==> src/include/psacr_pkg.sv <==
package psacr_pkg;

  // bus geometry
  localparam int ADDR_W = 12;
  localparam int IDX_W = ADDR_W - 2;

  // register indices as printed; byte address is four times the index
  localparam logic [IDX_W-1:0] IDX_BASIC_STATUS = 10'h0E6;
  localparam logic [IDX_W-1:0] IDX_ID_LOW = 10'h0E8;
  localparam logic [IDX_W-1:0] IDX_ID_HIGH = 10'h0EA;
  localparam logic [IDX_W-1:0] IDX_ADVERTISE = 10'h0EC;
  localparam logic [IDX_W-1:0] IDX_PARTNER = 10'h0EE;
  localparam logic [IDX_W-1:0] IDX_CABLE_DIAG = 10'h0F4;
  localparam logic [IDX_W-1:0] IDX_PORT_CONTROL = 10'h0F6;
  localparam logic [IDX_W-1:0] IDX_PORT_STATUS = 10'h0F8;

  // slots of the read-word table
  localparam logic [2:0] SLOT_BASIC = 3'h0;
  localparam logic [2:0] SLOT_ID_LOW = 3'h1;
  localparam logic [2:0] SLOT_ID_HIGH = 3'h2;
  localparam logic [2:0] SLOT_ADV = 3'h3;
  localparam logic [2:0] SLOT_PARTNER = 3'h4;
  localparam logic [2:0] SLOT_CABLE = 3'h5;
  localparam logic [2:0] SLOT_PC = 3'h6;
  localparam logic [2:0] SLOT_PS = 3'h7;

  // basic status layout
  localparam logic [15:0] BS_FIXED = 16'h7808;
  localparam int BS_AN_DONE = 5;
  localparam int BS_LINK = 2;

  // advertisement and partner layout
  localparam int ADV_PAUSE = 10;
  localparam int ADV_ABIL_LSB = 5;
  localparam logic [4:0] ADV_SELECTOR = 5'h01;
  localparam logic [4:0] ADV_RESET = 5'h1F;
  localparam logic [4:0] LP_LOW_FIXED = 5'h01;

  // cable diagnostic layout
  localparam int CD_RESULT_LSB = 13;
  localparam int CD_START = 12;
  localparam int CD_FORCE_LINK = 11;
  localparam int CD_REMOTE_LOOP = 9;
  localparam logic [1:0] CR_NORMAL = 2'h0;
  localparam logic [1:0] CR_OPEN = 2'h1;
  localparam logic [1:0] CR_SHORT = 2'h2;
  localparam logic [1:0] CR_FAILED = 2'h3;

  // port control / port status layout
  localparam int PC_RESTART = 13;
  localparam logic [10:0] PC_HI_RESET = 11'h007;
  localparam logic [10:0] PC_HI_WMASK = 11'h6FF;
  localparam int PS_AN_DONE = 6;
  localparam int PS_LINK = 5;

  // synchronised phy-side bundle
  localparam int PART_W = 5;
  localparam int RES_W = 2;
  localparam int FAULT_W = 9;
  localparam int SY_LINK = 0;
  localparam int SY_AN = 1;
  localparam int SY_DONE = 2;
  localparam int SY_PART_LSB = 3;
  localparam int SY_RES_LSB = 8;
  localparam int SY_FAULT_LSB = 10;
  localparam int SYNC_W = 19;
  localparam logic [SYNC_W-1:0] SYNC_RESET = 19'h00000;

  // axi responses
  localparam logic [1:0] RESP_OKAY = 2'h0;
  localparam logic [1:0] RESP_SLVERR = 2'h2;

  typedef enum logic [2:0]
  {
    PSACR_CT_IDLE = 3'b001,
    PSACR_CT_ARM = 3'b010,
    PSACR_CT_RUN = 3'b100
  } psacr_cable_e;

endpackage

==> src/include/psacr_phy_if.sv <==
`timescale 1ns/1ps
interface psacr_phy_if;
  logic link_up;
  logic an_done;
  logic cable_done;
  logic [psacr_pkg::PART_W-1:0] partner;
  logic [psacr_pkg::RES_W-1:0] cable_result;
  logic [psacr_pkg::FAULT_W-1:0] fault_count;
  modport sync_side (output link_up, an_done, cable_done, partner, cable_result, fault_count);
  modport regs_side (input link_up, an_done, cable_done, partner, cable_result, fault_count);
endinterface

==> src/logic/psacr_sync.sv <==
`timescale 1ns/1ps
module psacr_sync (
  input wire logic aclk,
  input wire logic aresetn,
  input wire logic [psacr_pkg::SYNC_W-1:0] raw_in,
  psacr_phy_if.sync_side phy
);
  import psacr_pkg::*;

  logic [SYNC_W-1:0] stage1_reg;
  logic [SYNC_W-1:0] stage2_reg;
  logic [SYNC_W-1:0] stage3_reg;
  logic [SYNC_W-1:0] stable_reg;

  // three-flop chain; stage1 feeds only stage2
  always_ff @(posedge aclk)
  begin
    if (!aresetn)
    begin
      stage1_reg <= SYNC_RESET;
      stage2_reg <= SYNC_RESET;
      stage3_reg <= SYNC_RESET;
    end
    else
    begin
      stage1_reg <= raw_in;
      stage2_reg <= stage1_reg;
      stage3_reg <= stage2_reg;
    end
  end

  // a bit changes only once two late stages agree, filtering one-cycle glitches
  genvar i;
  for (i = 0; i < SYNC_W; i++)
  begin : g_bit
    always_ff @(posedge aclk)
    begin
      if (!aresetn)
        stable_reg[i] <= 1'b0;
      else if (stage2_reg[i] == stage3_reg[i])
        stable_reg[i] <= stage3_reg[i];
    end
  end

  // unpack into named fields
  assign phy.link_up = stable_reg[SY_LINK];
  assign phy.an_done = stable_reg[SY_AN];
  assign phy.cable_done = stable_reg[SY_DONE];
  assign phy.partner = stable_reg[SY_PART_LSB +: PART_W];
  assign phy.cable_result = stable_reg[SY_RES_LSB +: RES_W];
  assign phy.fault_count = stable_reg[SY_FAULT_LSB +: FAULT_W];
endmodule

==> src/logic/psacr_top.sv <==
// Overview of operation
// - basic status bit 15 reads 0, no T4 capability, read-only.
// - basic status bits 14 to 11 read 1, all four speed/duplex abilities.
// - preamble suppression bit 6 and jabber bit 1 always read 0.
// - bit 5 shows negotiation complete, same as port status bit 6.
// - basic status bit 3 reads 1, negotiation capable.
// - bit 2 shows current link state, same as port status bit 5.
// - basic status bit 0 reads 0, no extended registers.
// - two fixed read-only identifier words, low and high.
// - advertised pause bit 10 writable, resets to 1, shared with control bit 4.
// - advertised bits 8 to 5 writable, reset 1, shared with control bits 3..0.
// - selector field reads 0x01; next page and remote fault read 0.
// - partner word shows partner pause and four abilities, mirrored in status 4..0.
// - cable result bits 14:13: normal, open, short, failed.
// - writing 1 to bit 12 starts the cable test; cleared when test ends.
// - cable bits 8 to 0 hold fault distance count, read-only.
// - writing port control mirror bits changes advertisement bits, same storage.
`timescale 1ns/1ps
module psacr_top #(
  parameter logic [15:0] PHY_ID_LOW = 16'hA5C3, // arbitrary value
  parameter logic [15:0] PHY_ID_HIGH = 16'h5A3C // arbitrary value
) (
  input wire logic aclk,
  input wire logic aresetn,
  input wire logic s_axi_awvalid,
  output logic s_axi_awready,
  input wire logic [psacr_pkg::ADDR_W-1:0] s_axi_awaddr,
  input wire logic s_axi_wvalid,
  output logic s_axi_wready,
  input wire logic [31:0] s_axi_wdata,
  input wire logic [3:0] s_axi_wstrb,
  output logic s_axi_bvalid,
  input wire logic s_axi_bready,
  output logic [1:0] s_axi_bresp,
  input wire logic s_axi_arvalid,
  output logic s_axi_arready,
  input wire logic [psacr_pkg::ADDR_W-1:0] s_axi_araddr,
  output logic s_axi_rvalid,
  input wire logic s_axi_rready,
  output logic [31:0] s_axi_rdata,
  output logic [1:0] s_axi_rresp,
  input wire logic phy_link_up,
  input wire logic phy_an_done,
  input wire logic [psacr_pkg::PART_W-1:0] phy_partner_ability,
  input wire logic cable_done,
  input wire logic [psacr_pkg::RES_W-1:0] cable_result,
  input wire logic [psacr_pkg::FAULT_W-1:0] cable_fault_count,
  output logic [4:0] adv_ability,
  output logic an_restart,
  output logic cable_test_en,
  output logic force_link,
  output logic remote_loopback
);
  import psacr_pkg::*;

  psacr_phy_if phy ();

  logic aw_full_reg;
  logic [ADDR_W-1:0] aw_addr_reg;
  logic w_full_reg;
  logic [31:0] w_data_reg;
  logic [3:0] w_strb_reg;
  logic bvalid_reg;
  logic [1:0] bresp_reg;
  logic rvalid_reg;
  logic [31:0] rdata_reg;
  logic [1:0] rresp_reg;
  logic [4:0] adv_reg;
  logic [10:0] pc_hi_reg;
  logic an_restart_reg;
  logic an_wait_reg;
  logic an_done_reg;
  logic [PART_W-1:0] partner_reg;
  psacr_cable_e cable_state_reg;
  logic [RES_W-1:0] result_reg;
  logic [FAULT_W-1:0] fault_reg;
  logic force_link_reg;
  logic remote_loop_reg;
  logic [15:0] words [0:7];
  logic wr_fire;
  logic [IDX_W-1:0] wr_idx;
  logic [3:0] wr_map;
  logic [3:0] rd_map;
  logic [15:0] wr_mask;
  logic [15:0] merged;
  logic restart_req;
  logic start_req;
  logic cable_busy;

  // index to {hit, slot}; anything else is unmapped
  function automatic logic [3:0] map_slot(input logic [IDX_W-1:0] idx);
    case (idx)
      IDX_BASIC_STATUS: map_slot = {1'b1, SLOT_BASIC};
      IDX_ID_LOW: map_slot = {1'b1, SLOT_ID_LOW};
      IDX_ID_HIGH: map_slot = {1'b1, SLOT_ID_HIGH};
      IDX_ADVERTISE: map_slot = {1'b1, SLOT_ADV};
      IDX_PARTNER: map_slot = {1'b1, SLOT_PARTNER};
      IDX_CABLE_DIAG: map_slot = {1'b1, SLOT_CABLE};
      IDX_PORT_CONTROL: map_slot = {1'b1, SLOT_PC};
      IDX_PORT_STATUS: map_slot = {1'b1, SLOT_PS};
      default: map_slot = 4'h0;
    endcase
  endfunction

  // pin inputs go through the three-stage filter
  psacr_sync u_sync (
    .aclk(aclk),
    .aresetn(aresetn),
    .raw_in({cable_fault_count, cable_result, phy_partner_ability,
             cable_done, phy_an_done, phy_link_up}),
    .phy(phy)
  );

  // read-word table; only stored bits come from flops, fixed bits are constants
  always_comb
  begin
    words[SLOT_BASIC] = BS_FIXED;
    words[SLOT_BASIC][BS_AN_DONE] = an_done_reg;
    words[SLOT_BASIC][BS_LINK] = phy.link_up;
    words[SLOT_ID_LOW] = PHY_ID_LOW;
    words[SLOT_ID_HIGH] = PHY_ID_HIGH;
    words[SLOT_ADV] = 16'h0000;
    words[SLOT_ADV][ADV_PAUSE] = adv_reg[4];
    words[SLOT_ADV][ADV_ABIL_LSB +: 4] = adv_reg[3:0];
    words[SLOT_ADV][4:0] = ADV_SELECTOR;
    words[SLOT_PARTNER] = 16'h0000;
    words[SLOT_PARTNER][ADV_PAUSE] = partner_reg[4];
    words[SLOT_PARTNER][ADV_ABIL_LSB +: 4] = partner_reg[3:0];
    words[SLOT_PARTNER][4:0] = LP_LOW_FIXED;
    words[SLOT_CABLE] = 16'h0000;
    words[SLOT_CABLE][CD_RESULT_LSB +: RES_W] = result_reg;
    words[SLOT_CABLE][CD_START] = cable_busy;
    words[SLOT_CABLE][CD_FORCE_LINK] = force_link_reg;
    words[SLOT_CABLE][CD_REMOTE_LOOP] = remote_loop_reg;
    words[SLOT_CABLE][FAULT_W-1:0] = fault_reg;
    words[SLOT_PC] = {pc_hi_reg, adv_reg};
    words[SLOT_PS] = 16'h0000;
    words[SLOT_PS][PS_AN_DONE] = an_done_reg;
    words[SLOT_PS][PS_LINK] = phy.link_up;
    words[SLOT_PS][PART_W-1:0] = partner_reg;
  end

  // write decode: merge byte lanes into the current word, so unwritten bytes keep value
  assign wr_fire = aw_full_reg && w_full_reg && !bvalid_reg;
  assign wr_idx = aw_addr_reg[ADDR_W-1:2];
  assign wr_map = map_slot(wr_idx);
  assign rd_map = map_slot(s_axi_araddr[ADDR_W-1:2]);
  assign wr_mask = {{8{w_strb_reg[1]}}, {8{w_strb_reg[0]}}};
  assign merged = (words[wr_map[2:0]] & ~wr_mask) | (w_data_reg[15:0] & wr_mask);
  assign restart_req = wr_fire && wr_map == {1'b1, SLOT_PC} && merged[PC_RESTART];
  assign start_req = wr_fire && wr_map == {1'b1, SLOT_CABLE} && w_strb_reg[1]
                     && w_data_reg[CD_START];
  assign cable_busy = cable_state_reg != PSACR_CT_IDLE;

  // handshake outputs are combinational; one address and one data held at a time
  assign s_axi_awready = !aw_full_reg;
  assign s_axi_wready = !w_full_reg;
  assign s_axi_bvalid = bvalid_reg;
  assign s_axi_bresp = bresp_reg;
  assign s_axi_arready = !rvalid_reg;
  assign s_axi_rvalid = rvalid_reg;
  assign s_axi_rdata = rdata_reg;
  assign s_axi_rresp = rresp_reg;

  // write address and data taken in either order
  always_ff @(posedge aclk)
  begin
    if (!aresetn)
    begin
      aw_full_reg <= 1'b0;
      aw_addr_reg <= '0;
      w_full_reg <= 1'b0;
      w_data_reg <= 32'h00000000;
      w_strb_reg <= 4'h0;
    end
    else
    begin
      if (s_axi_awvalid && !aw_full_reg)
      begin
        aw_full_reg <= 1'b1;
        aw_addr_reg <= s_axi_awaddr;
      end
      else if (wr_fire)
        aw_full_reg <= 1'b0;
      if (s_axi_wvalid && !w_full_reg)
      begin
        w_full_reg <= 1'b1;
        w_data_reg <= s_axi_wdata;
        w_strb_reg <= s_axi_wstrb;
      end
      else if (wr_fire)
        w_full_reg <= 1'b0;
    end
  end

  // write response; unmapped words answer slverr
  always_ff @(posedge aclk)
  begin
    if (!aresetn)
    begin
      bvalid_reg <= 1'b0;
      bresp_reg <= RESP_OKAY;
    end
    else if (wr_fire)
    begin
      bvalid_reg <= 1'b1;
      bresp_reg <= wr_map[3] ? RESP_OKAY : RESP_SLVERR;
    end
    else if (s_axi_bready)
      bvalid_reg <= 1'b0;
  end

  // read channel: data one cycle after the address is taken
  always_ff @(posedge aclk)
  begin
    if (!aresetn)
    begin
      rvalid_reg <= 1'b0;
      rdata_reg <= 32'h00000000;
      rresp_reg <= RESP_OKAY;
    end
    else if (s_axi_arvalid && !rvalid_reg)
    begin
      rvalid_reg <= 1'b1;
      rdata_reg <= rd_map[3] ? {16'h0000, words[rd_map[2:0]]} : 32'h00000000;
      rresp_reg <= rd_map[3] ? RESP_OKAY : RESP_SLVERR;
    end
    else if (s_axi_rready)
      rvalid_reg <= 1'b0;
  end

  // advertisement storage reached from two addresses; fixed bits never stored
  always_ff @(posedge aclk)
  begin
    if (!aresetn)
      adv_reg <= ADV_RESET;
    else if (wr_fire && wr_map == {1'b1, SLOT_ADV})
      adv_reg <= {merged[ADV_PAUSE], merged[ADV_ABIL_LSB +: 4]};
    else if (wr_fire && wr_map == {1'b1, SLOT_PC})
      adv_reg <= merged[4:0];
  end

  // upper port control bits; restart never stored so it reads back 0
  always_ff @(posedge aclk)
  begin
    if (!aresetn)
    begin
      pc_hi_reg <= PC_HI_RESET;
      an_restart_reg <= 1'b0;
    end
    else
    begin
      an_restart_reg <= restart_req;
      if (wr_fire && wr_map == {1'b1, SLOT_PC})
        pc_hi_reg <= merged[15:5] & PC_HI_WMASK;
    end
  end

  // negotiation result; after a restart the stale done level is ignored until it drops
  always_ff @(posedge aclk)
  begin
    if (!aresetn)
    begin
      an_wait_reg <= 1'b0;
      an_done_reg <= 1'b0;
      partner_reg <= '0;
    end
    else
    begin
      if (restart_req)
        an_wait_reg <= 1'b1;
      else if (!phy.an_done)
        an_wait_reg <= 1'b0;
      if (restart_req || !phy.link_up)
      begin
        an_done_reg <= 1'b0;
        partner_reg <= '0;
      end
      else if (phy.an_done && !an_wait_reg && !an_done_reg)
      begin
        an_done_reg <= 1'b1;
        partner_reg <= phy.partner;
      end
    end
  end

  // cable test: arm waits for done low so a stale done cannot end a new test
  always_ff @(posedge aclk)
  begin
    if (!aresetn)
    begin
      cable_state_reg <= PSACR_CT_IDLE;
      result_reg <= CR_NORMAL;
      fault_reg <= '0;
    end
    else
    begin
      case (cable_state_reg)
        PSACR_CT_IDLE:
          if (start_req)
            cable_state_reg <= PSACR_CT_ARM;
        PSACR_CT_ARM:
          if (!phy.cable_done)
            cable_state_reg <= PSACR_CT_RUN;
        PSACR_CT_RUN:
          if (phy.cable_done)
          begin
            // results land in the same edge the busy bit drops
            result_reg <= phy.cable_result;
            fault_reg <= phy.fault_count;
            cable_state_reg <= start_req ? PSACR_CT_ARM : PSACR_CT_IDLE;
          end
        default:
          cable_state_reg <= PSACR_CT_IDLE;
      endcase
    end
  end

  // special control bits beside the cable test
  always_ff @(posedge aclk)
  begin
    if (!aresetn)
    begin
      force_link_reg <= 1'b0;
      remote_loop_reg <= 1'b0;
    end
    else if (wr_fire && wr_map == {1'b1, SLOT_CABLE})
    begin
      force_link_reg <= merged[CD_FORCE_LINK];
      remote_loop_reg <= merged[CD_REMOTE_LOOP];
    end
  end

  // outputs toward the phy; cable_test_en decoded from the cable state, the rest straight from flops
  assign adv_ability = adv_reg;
  assign an_restart = an_restart_reg;
  assign cable_test_en = cable_busy;
  assign force_link = force_link_reg;
  assign remote_loopback = remote_loop_reg;
endmodule

==> config.mk <==
export PLATFORM = sky130hd
export DESIGN_NAME = psacr_top
export DESIGN_NICKNAME = d
export VERILOG_FILES = /design/src/include/psacr_pkg.sv /design/src/include/psacr_phy_if.sv /design/src/logic/psacr_sync.sv /design/src/logic/psacr_top.sv
export SDC_FILE = /design/constraint.sdc
export NUM_CORES = 1
export LEC_CHECK = 0
export BUFFER_PORTS_ARGS = -buffer_cell sky130_fd_sc_hd__buf_4
export CORE_ASPECT_RATIO = 0.9
export CORE_MARGIN = 4
export CORE_UTILIZATION = 32
export CTS_BUF_LIST = sky130_fd_sc_hd__clkbuf_16
export DETAILED_ROUTE_END_ITERATION = 7
export HOLD_SLACK_MARGIN = 0.03
export PLACE_DENSITY = 0.51
export SYNTH_ARGS = -nofsm -noshare
export SYNTH_HDL_FRONTEND = slang
export SYNTH_SLANG_ARGS = --single-unit
==> constraint.sdc <==
create_clock -name aclk -period 2.68 [get_ports aclk]
set_clock_uncertainty 0.05 [all_clocks]
set_input_delay 0.536 -clock aclk [delete_from_list [all_inputs] [get_ports aclk]]
set_output_delay 0.536 -clock aclk [all_outputs]
set_load 0.02 [all_outputs]
==> results of run 1 <==
==> routing by layer <==
metal	part of all wire (%)	GRT usage [%]	vias to the layer above
met5	0	0	-
met4	1.1	3.85	0
met3	6.0	4.40	15
met2	44	22.8	164
met1	49	21.6	2665
li1	-	-	2951
==> path summary, 6_finish.rpt <==
check,startpoint,to
setup / recovery,aw_addr_reg[10],flop
hold / removal,cable_fault_count[1],u_sync.stage1_reg[11]
setup reg to reg,aw_addr_reg[10],flop
hold reg to reg,u_sync.stage1_reg[14],u_sync.stage2_reg[14]
==> logic make-up after synthesis <==
kind of cell	count (synthesis)	synth area share, %
other	1	0.0548
muxes	12	1.94
and+or+nand+nor	331	24.3
buffers and inverters	79	5.76
AOI/OAI and AO/OA	223	19.3
xor gates and xnor gates	3	0.384
DFF	165	48.3
==> worst reg2reg max path: cells and delay by family (launching register included) <==
| family | cells | cell delay, ns |
|---|---|---|
| simple gates | 4 | 1.57 |
| flops | 1 | 0.31 |
| compound gates | 2 | 0.33 |
==> final cells by class <==
class	instances	area [sq um]	share of cell area, %
clock inverters	15	140	1.67
flip-flops and latches	165	3300	39.4
clock buffers	17	425	5.07
multi-input cells	587	3210	38.2
repair buffers	121	908	10.8
inverters	13	48.8	0.581
well taps	286	358	4.26
==> where the power goes <==
part           internal, W  total (W)  switching, W
clock network      0.00136    0.00234      0.000986
registers          0.00252    0.00257     0.0000494
logic             0.000158   0.000363      0.000205
==> metrics by stage <==
step	utilization (%)	std cells
3_3_place_gp	37.5	1172
3_5_place_dp	37.5	1172
6_report	40.2	1204
5_1_grt	40.2	1204
4_1_cts	40.2	1204
2_1_floorplan	-	831
==> cells in the final DEF, fill, tap and decap left out, drive strengths merged, types with 4 or more instances in the layout <==
cell / n
inv: 16
nor3b: 7
nor3: 9
and2: 60
dfxtp: 165
nor2: 41
a31oi: 6
a22oi: 5
mux2i: 11
buf: 121
nand2: 145
nor4: 4
nand2b: 10
conb: 18
nor2b: 15
clkinv: 8
clkbuf: 17
o21ai: 68
o31ai: 6
o31a: 6
nand3: 14
a21oi: 98
nand4: 5
or3: 4
==> results.sh, run 1 <==
export IMPL_synth_common_cells="dfxtp_1, nand2_1, a21oi_1, o21ai_0, and2_1"
export IMPL_slowest_delay_ns=0.57
export IMPL_viasPerCell=4.81
export IMPL_cts_sinks=165
export IMPL_rows=50
export IMPL_cap_viol_max_count=0
export IMPL_dp_hpwl_microns=13100
export IMPL_ir_drop_mv=0.474
export IMPL_dpl_instance_area_sq_um=7830
export IMPL_nFillCells=2207
export IMPL_ys_flop_type="dfxtp_1"
export IMPL_finalHoldViolations=0
export IMPL_rr_worst_depth=6
export IMPL_postRouteAntennaNets=0
export IMPL_ys_top_cells_by_area="dfxtp_1, nand2_1, a21oi_1"
export IMPL_cts_tree="done"
export IMPL_synth_most_common_cell="dfxtp_1"
export IMPL_worstPathCellList="or4b_4 > or2_0 > nor4_4 > nor2_1 > a221oi_2 > o21ai_1"
export IMPL_yosys_warnings=0
export IMPL_finalWirelength_microns=18000
export IMPL_max_freq_ghz=0.421
export IMPL_syn_to_final_growth_pct=22.7
export IMPL_hold_path_class="input pin to flop"
export IMPL_cp_top_family="simple AND/OR/NAND/NOR gates"
export IMPL_worst_path_buf_inv=0
export IMPL_powerDensity_nw_per_um2=629
export IMPL_finalCriticalPeriod_ns=2.37
export IMPL_synth_largest_area_cell="dfxtp_1"
export IMPL_whs_ns=0.267
export IMPL_status="complete, no violations"
export IMPL_worst_path_stages=6
export IMPL_path_clk_slew_ns=0.06
export IMPL_cp_max_fo=6
export IMPL_num_vias=5795
export IMPL_start_util_pct=32.8
export IMPL_wl_per_cell_microns=14.9
export IMPL_ctsLongestPathBuffers=2
export IMPL_power_w=0.00528
export IMPL_insertion_delay_ns=0.42
export IMPL_syn_area_sq_um=6840
export IMPL_syn_inst=814
export IMPL_critPathArrivalTime_ns=2.63
export IMPL_antenna_found_initial=0
export IMPL_post_route_period_util_pct=88.6
export IMPL_synth_top_area_share_pct=48.3
export IMPL_core_area_sq_um=20900
export IMPL_final_nets=991
export IMPL_post_route_worst_setup_slack_ns=0.306
export IMPL_synthArstFlopShare_pct=0
export IMPL_drc_errors=0
export IMPL_portBuffers=95
export IMPL_drive_above_1_share_pct=17.8
export IMPL_rsz0062_at_grt="no"
export IMPL_p_leak_nw=3.23
export IMPL_ios=136
export IMPL_hold_buffers=0
export IMPL_end_kind="flop"
export IMPL_place_congestion=0.873
export IMPL_cp_start_kind="flop"
export IMPL_root_buffer="clkbuf_16"
export IMPL_hold_path_depth=2
export IMPL_post_cts_buffers=0
export IMPL_design_area_sq_um=8390
export IMPL_dp_slack_ns=0.159
export IMPL_cp_data_required_time_ns=2.93
export IMPL_final_max_slew_viol_count=0
export IMPL_grt_max_degree=52
export IMPL_synth_edff_count=0
export IMPL_first_pass_iters=5
export IMPL_grt_pass1_wl_microns=29100
export IMPL_grt_pass1_vias=5585
export IMPL_fp_dieH_microns=147
export IMPL_cts_resized=0
export IMPL_fin_tns_setup_ns=0
export IMPL_ys_seq_elements=165
export IMPL_cts_max_level=4
export IMPL_die_area_sq_um=23800
export IMPL_diodes=0
export IMPL_setup_viol=0
export IMPL_drtIter0Drc=393
export IMPL_cts_buffers=17
export IMPL_slew_headroom_pct=33.1
export IMPL_seq_area_frac_synth_pct=48.3
export IMPL_die_w_microns=162
export IMPL_grt_overflow_total=0
export IMPL_syn_area_per_cell_sq_um=8.41
export IMPL_reg2reg_slack_ns=0.31
export IMPL_grt_total_usage_pct=15.2
export IMPL_cp_slowest_cell="or4b_4"
export IMPL_synth_distinct_cells=69
export IMPL_critPathKind="flop to flop"
export IMPL_worst_pin_slew_ns=1.00
(Power assumes the default switching activity.)
==> inputs of run 2 (changes only) <==
--- a/config.mk
+++ b/config.mk
@@ -13,6 +13,7 @@
 export DETAILED_ROUTE_END_ITERATION = 7
 export HOLD_SLACK_MARGIN = 0.03
 export PLACE_DENSITY = 0.51
+export RECOVER_POWER = 50
 export SYNTH_ARGS = -nofsm -noshare
 export SYNTH_HDL_FRONTEND = slang
 export SYNTH_SLANG_ARGS = --single-unit
==> results.sh, run 2 (synthesis results as in run 1) <==
export IMPL_status="complete, no violations"
export IMPL_num_vias=5733
export IMPL_use_met3_pct=4.40
export IMPL_grt_max_degree=52
export IMPL_cts_buffers=17
export IMPL_path_clk_slew_ns=0.06
export IMPL_portBuffers=95
export IMPL_dp_slack_ns=0.159
export IMPL_p_int_w=0.00403
export IMPL_p_leak_nw=3.19
export IMPL_hold_buffers=0
export IMPL_final_max_slew_viol_count=0
export IMPL_cp_max_fo=6
export IMPL_postRouteAntennaNets=0
export IMPL_post_route_period_util_pct=89.7
export IMPL_cp_start_kind="flop"
export IMPL_end_kind="flop"
export IMPL_drtIter0Drc=418
export IMPL_ir_drop_mv=0.474
export IMPL_die_area_sq_um=23800
export IMPL_cts_tree="done"
export IMPL_root_buffer="clkbuf_16"
export IMPL_grt_use_met2_pct=22.8
export IMPL_seq_power_share_pct=48.8
export IMPL_p_clk_share_pct=44.4
export IMPL_fp_dieH_microns=147
export IMPL_reg2reg_slack_ns=0.28
export IMPL_layout_common_cells="dfxtp_1, nand2_1, buf_4"
export IMPL_setup_viol=0
export IMPL_ios=136
export IMPL_swShare_pct=23.5
export IMPL_die_w_microns=162
export IMPL_placedCellCount=1172
export IMPL_first_pass_iters=5
export IMPL_finalWirelength_microns=17900
export IMPL_final_common_cell="dfxtp_1"
export IMPL_rows=50
export IMPL_antenna_found_initial=0
export IMPL_critPathKind="flop to flop"
export IMPL_worst_pin_slew_ns=1.00
export IMPL_met1_usage_pct=21.6
export IMPL_critPathArrivalTime_ns=2.66
export IMPL_power_switching_w=0.00124
export IMPL_diodes=0
export IMPL_post_cts_buffers=0
export IMPL_ctsLongestPathBuffers=2
export IMPL_grt_pass1_vias=5585
export IMPL_max_freq_ghz=0.416
export IMPL_insertion_delay_ns=0.42
export IMPL_grt_pass1_wl_microns=29100
export IMPL_cp_data_required_time_ns=2.93
export IMPL_grt_overflow_total=0
export IMPL_grt_total_usage_pct=15.2
export IMPL_core_area_sq_um=20900
export IMPL_cts_max_level=4
export IMPL_cts_sinks=165
export IMPL_powerDensity_nw_per_um2=631
export IMPL_hold_path_class="input pin to flop"
export IMPL_start_util_pct=32.8
export IMPL_fin_util_pct=40.0
export IMPL_viasPerCell=4.76
export IMPL_slew_headroom_pct=33.1
export IMPL_syn_to_final_growth_pct=22.1
export IMPL_finalCriticalPeriod_ns=2.40
export IMPL_drive_above_1_share_pct=16.8
export IMPL_drc_errors=0
export IMPL_fin_tns_setup_ns=0
export IMPL_combPwrFrac_pct=6.8
export IMPL_finalHoldViolations=0
export IMPL_dp_hpwl_microns=13100
export IMPL_final_nets=991
export IMPL_rsz0062_at_grt="no"
export IMPL_place_congestion=0.873
export IMPL_busiest_layer="met2"
export IMPL_wl_per_cell_microns=14.9
export IMPL_post_route_worst_setup_slack_ns=0.277
export IMPL_fin_cells=1204
export IMPL_cts_resized=0
export IMPL_cap_viol_max_count=0
## run 2: cell types whose count changed in the layout (fill, tap and decap cells not counted)
cell	before	now
and2_1	60	52
clkbuf_1	0	9
and2_0	0	8
clkbuf_2	0	2
buf_4	121	110
## run 2: cell type report
| cell class | count | area [sq um] |
|---|---|---|
| clock buffers | 17 | 425 |
| clock inverters | 15 | 140 |
| fillers | 2216 | 12500 |
| inverters | 13 | 48.8 |
| multi-input cells | 587 | 3210 |
| flip-flops and latches | 165 | 3300 |
| well taps | 286 | 358 |
| repair buffers | 121 | 870 |
## run 2: metrics by stage
step                hold slack (ns)  power [W]  instance area [sq um]
floorplan                     0.362    0.00286                   6910
global placement              0.364    0.00299                   7830
detailed placement            0.367    0.00299                   7830
CTS                           0.245    0.00535                   8390
global route                  0.250    0.00549                   8360
finish                        0.267    0.00527                   8360
## run 2: routing by layer
| layer | vias up | part of all wire, % | routed length [microns] |
|---|---|---|---|
| met1 | 2632 | 50 | 8920 |
| met3 | 15 | 5.6 | 1010 |
| met2 | 137 | 44 | 7810 |
| li1 | 2949 | - | - |
| met4 | 0 | 1.1 | 194 |
| met5 | - | 0 | 0 |
## run 2: worst paths after layout
check,startpoint,to,depth (start not counted)
max,aw_addr_reg[10],flop,6
min,cable_fault_count[1],u_sync.stage1_reg[11],2
max reg2reg,aw_addr_reg[10],flop,6
min reg2reg,u_sync.stage1_reg[8],u_sync.stage2_reg[8],1
## run 2: worst max-delay path: stages (launching register included)
cell	delay [ns]
dfxtp_1	0.31
or4b_4	0.57
or2_0	0.32
nor4_4	0.53
nor2_1	0.16
a221oi_2	0.23
o21ai_1	0.11
## run 2: power groups by stage
stage / Sequential, W / Combinational (W) / Clock, W
2_1_floorplan: 0.00261 / 0.000248 / 0
3_3_place_gp: 0.00263 / 0.000365 / 0
3_5_place_dp: 0.00263 / 0.000366 / 0
4_1_cts: 0.00257 / 0.000366 / 0.00241
5_1_grt: 0.00258 / 0.000403 / 0.00250
6_report: 0.00257 / 0.000358 / 0.00234
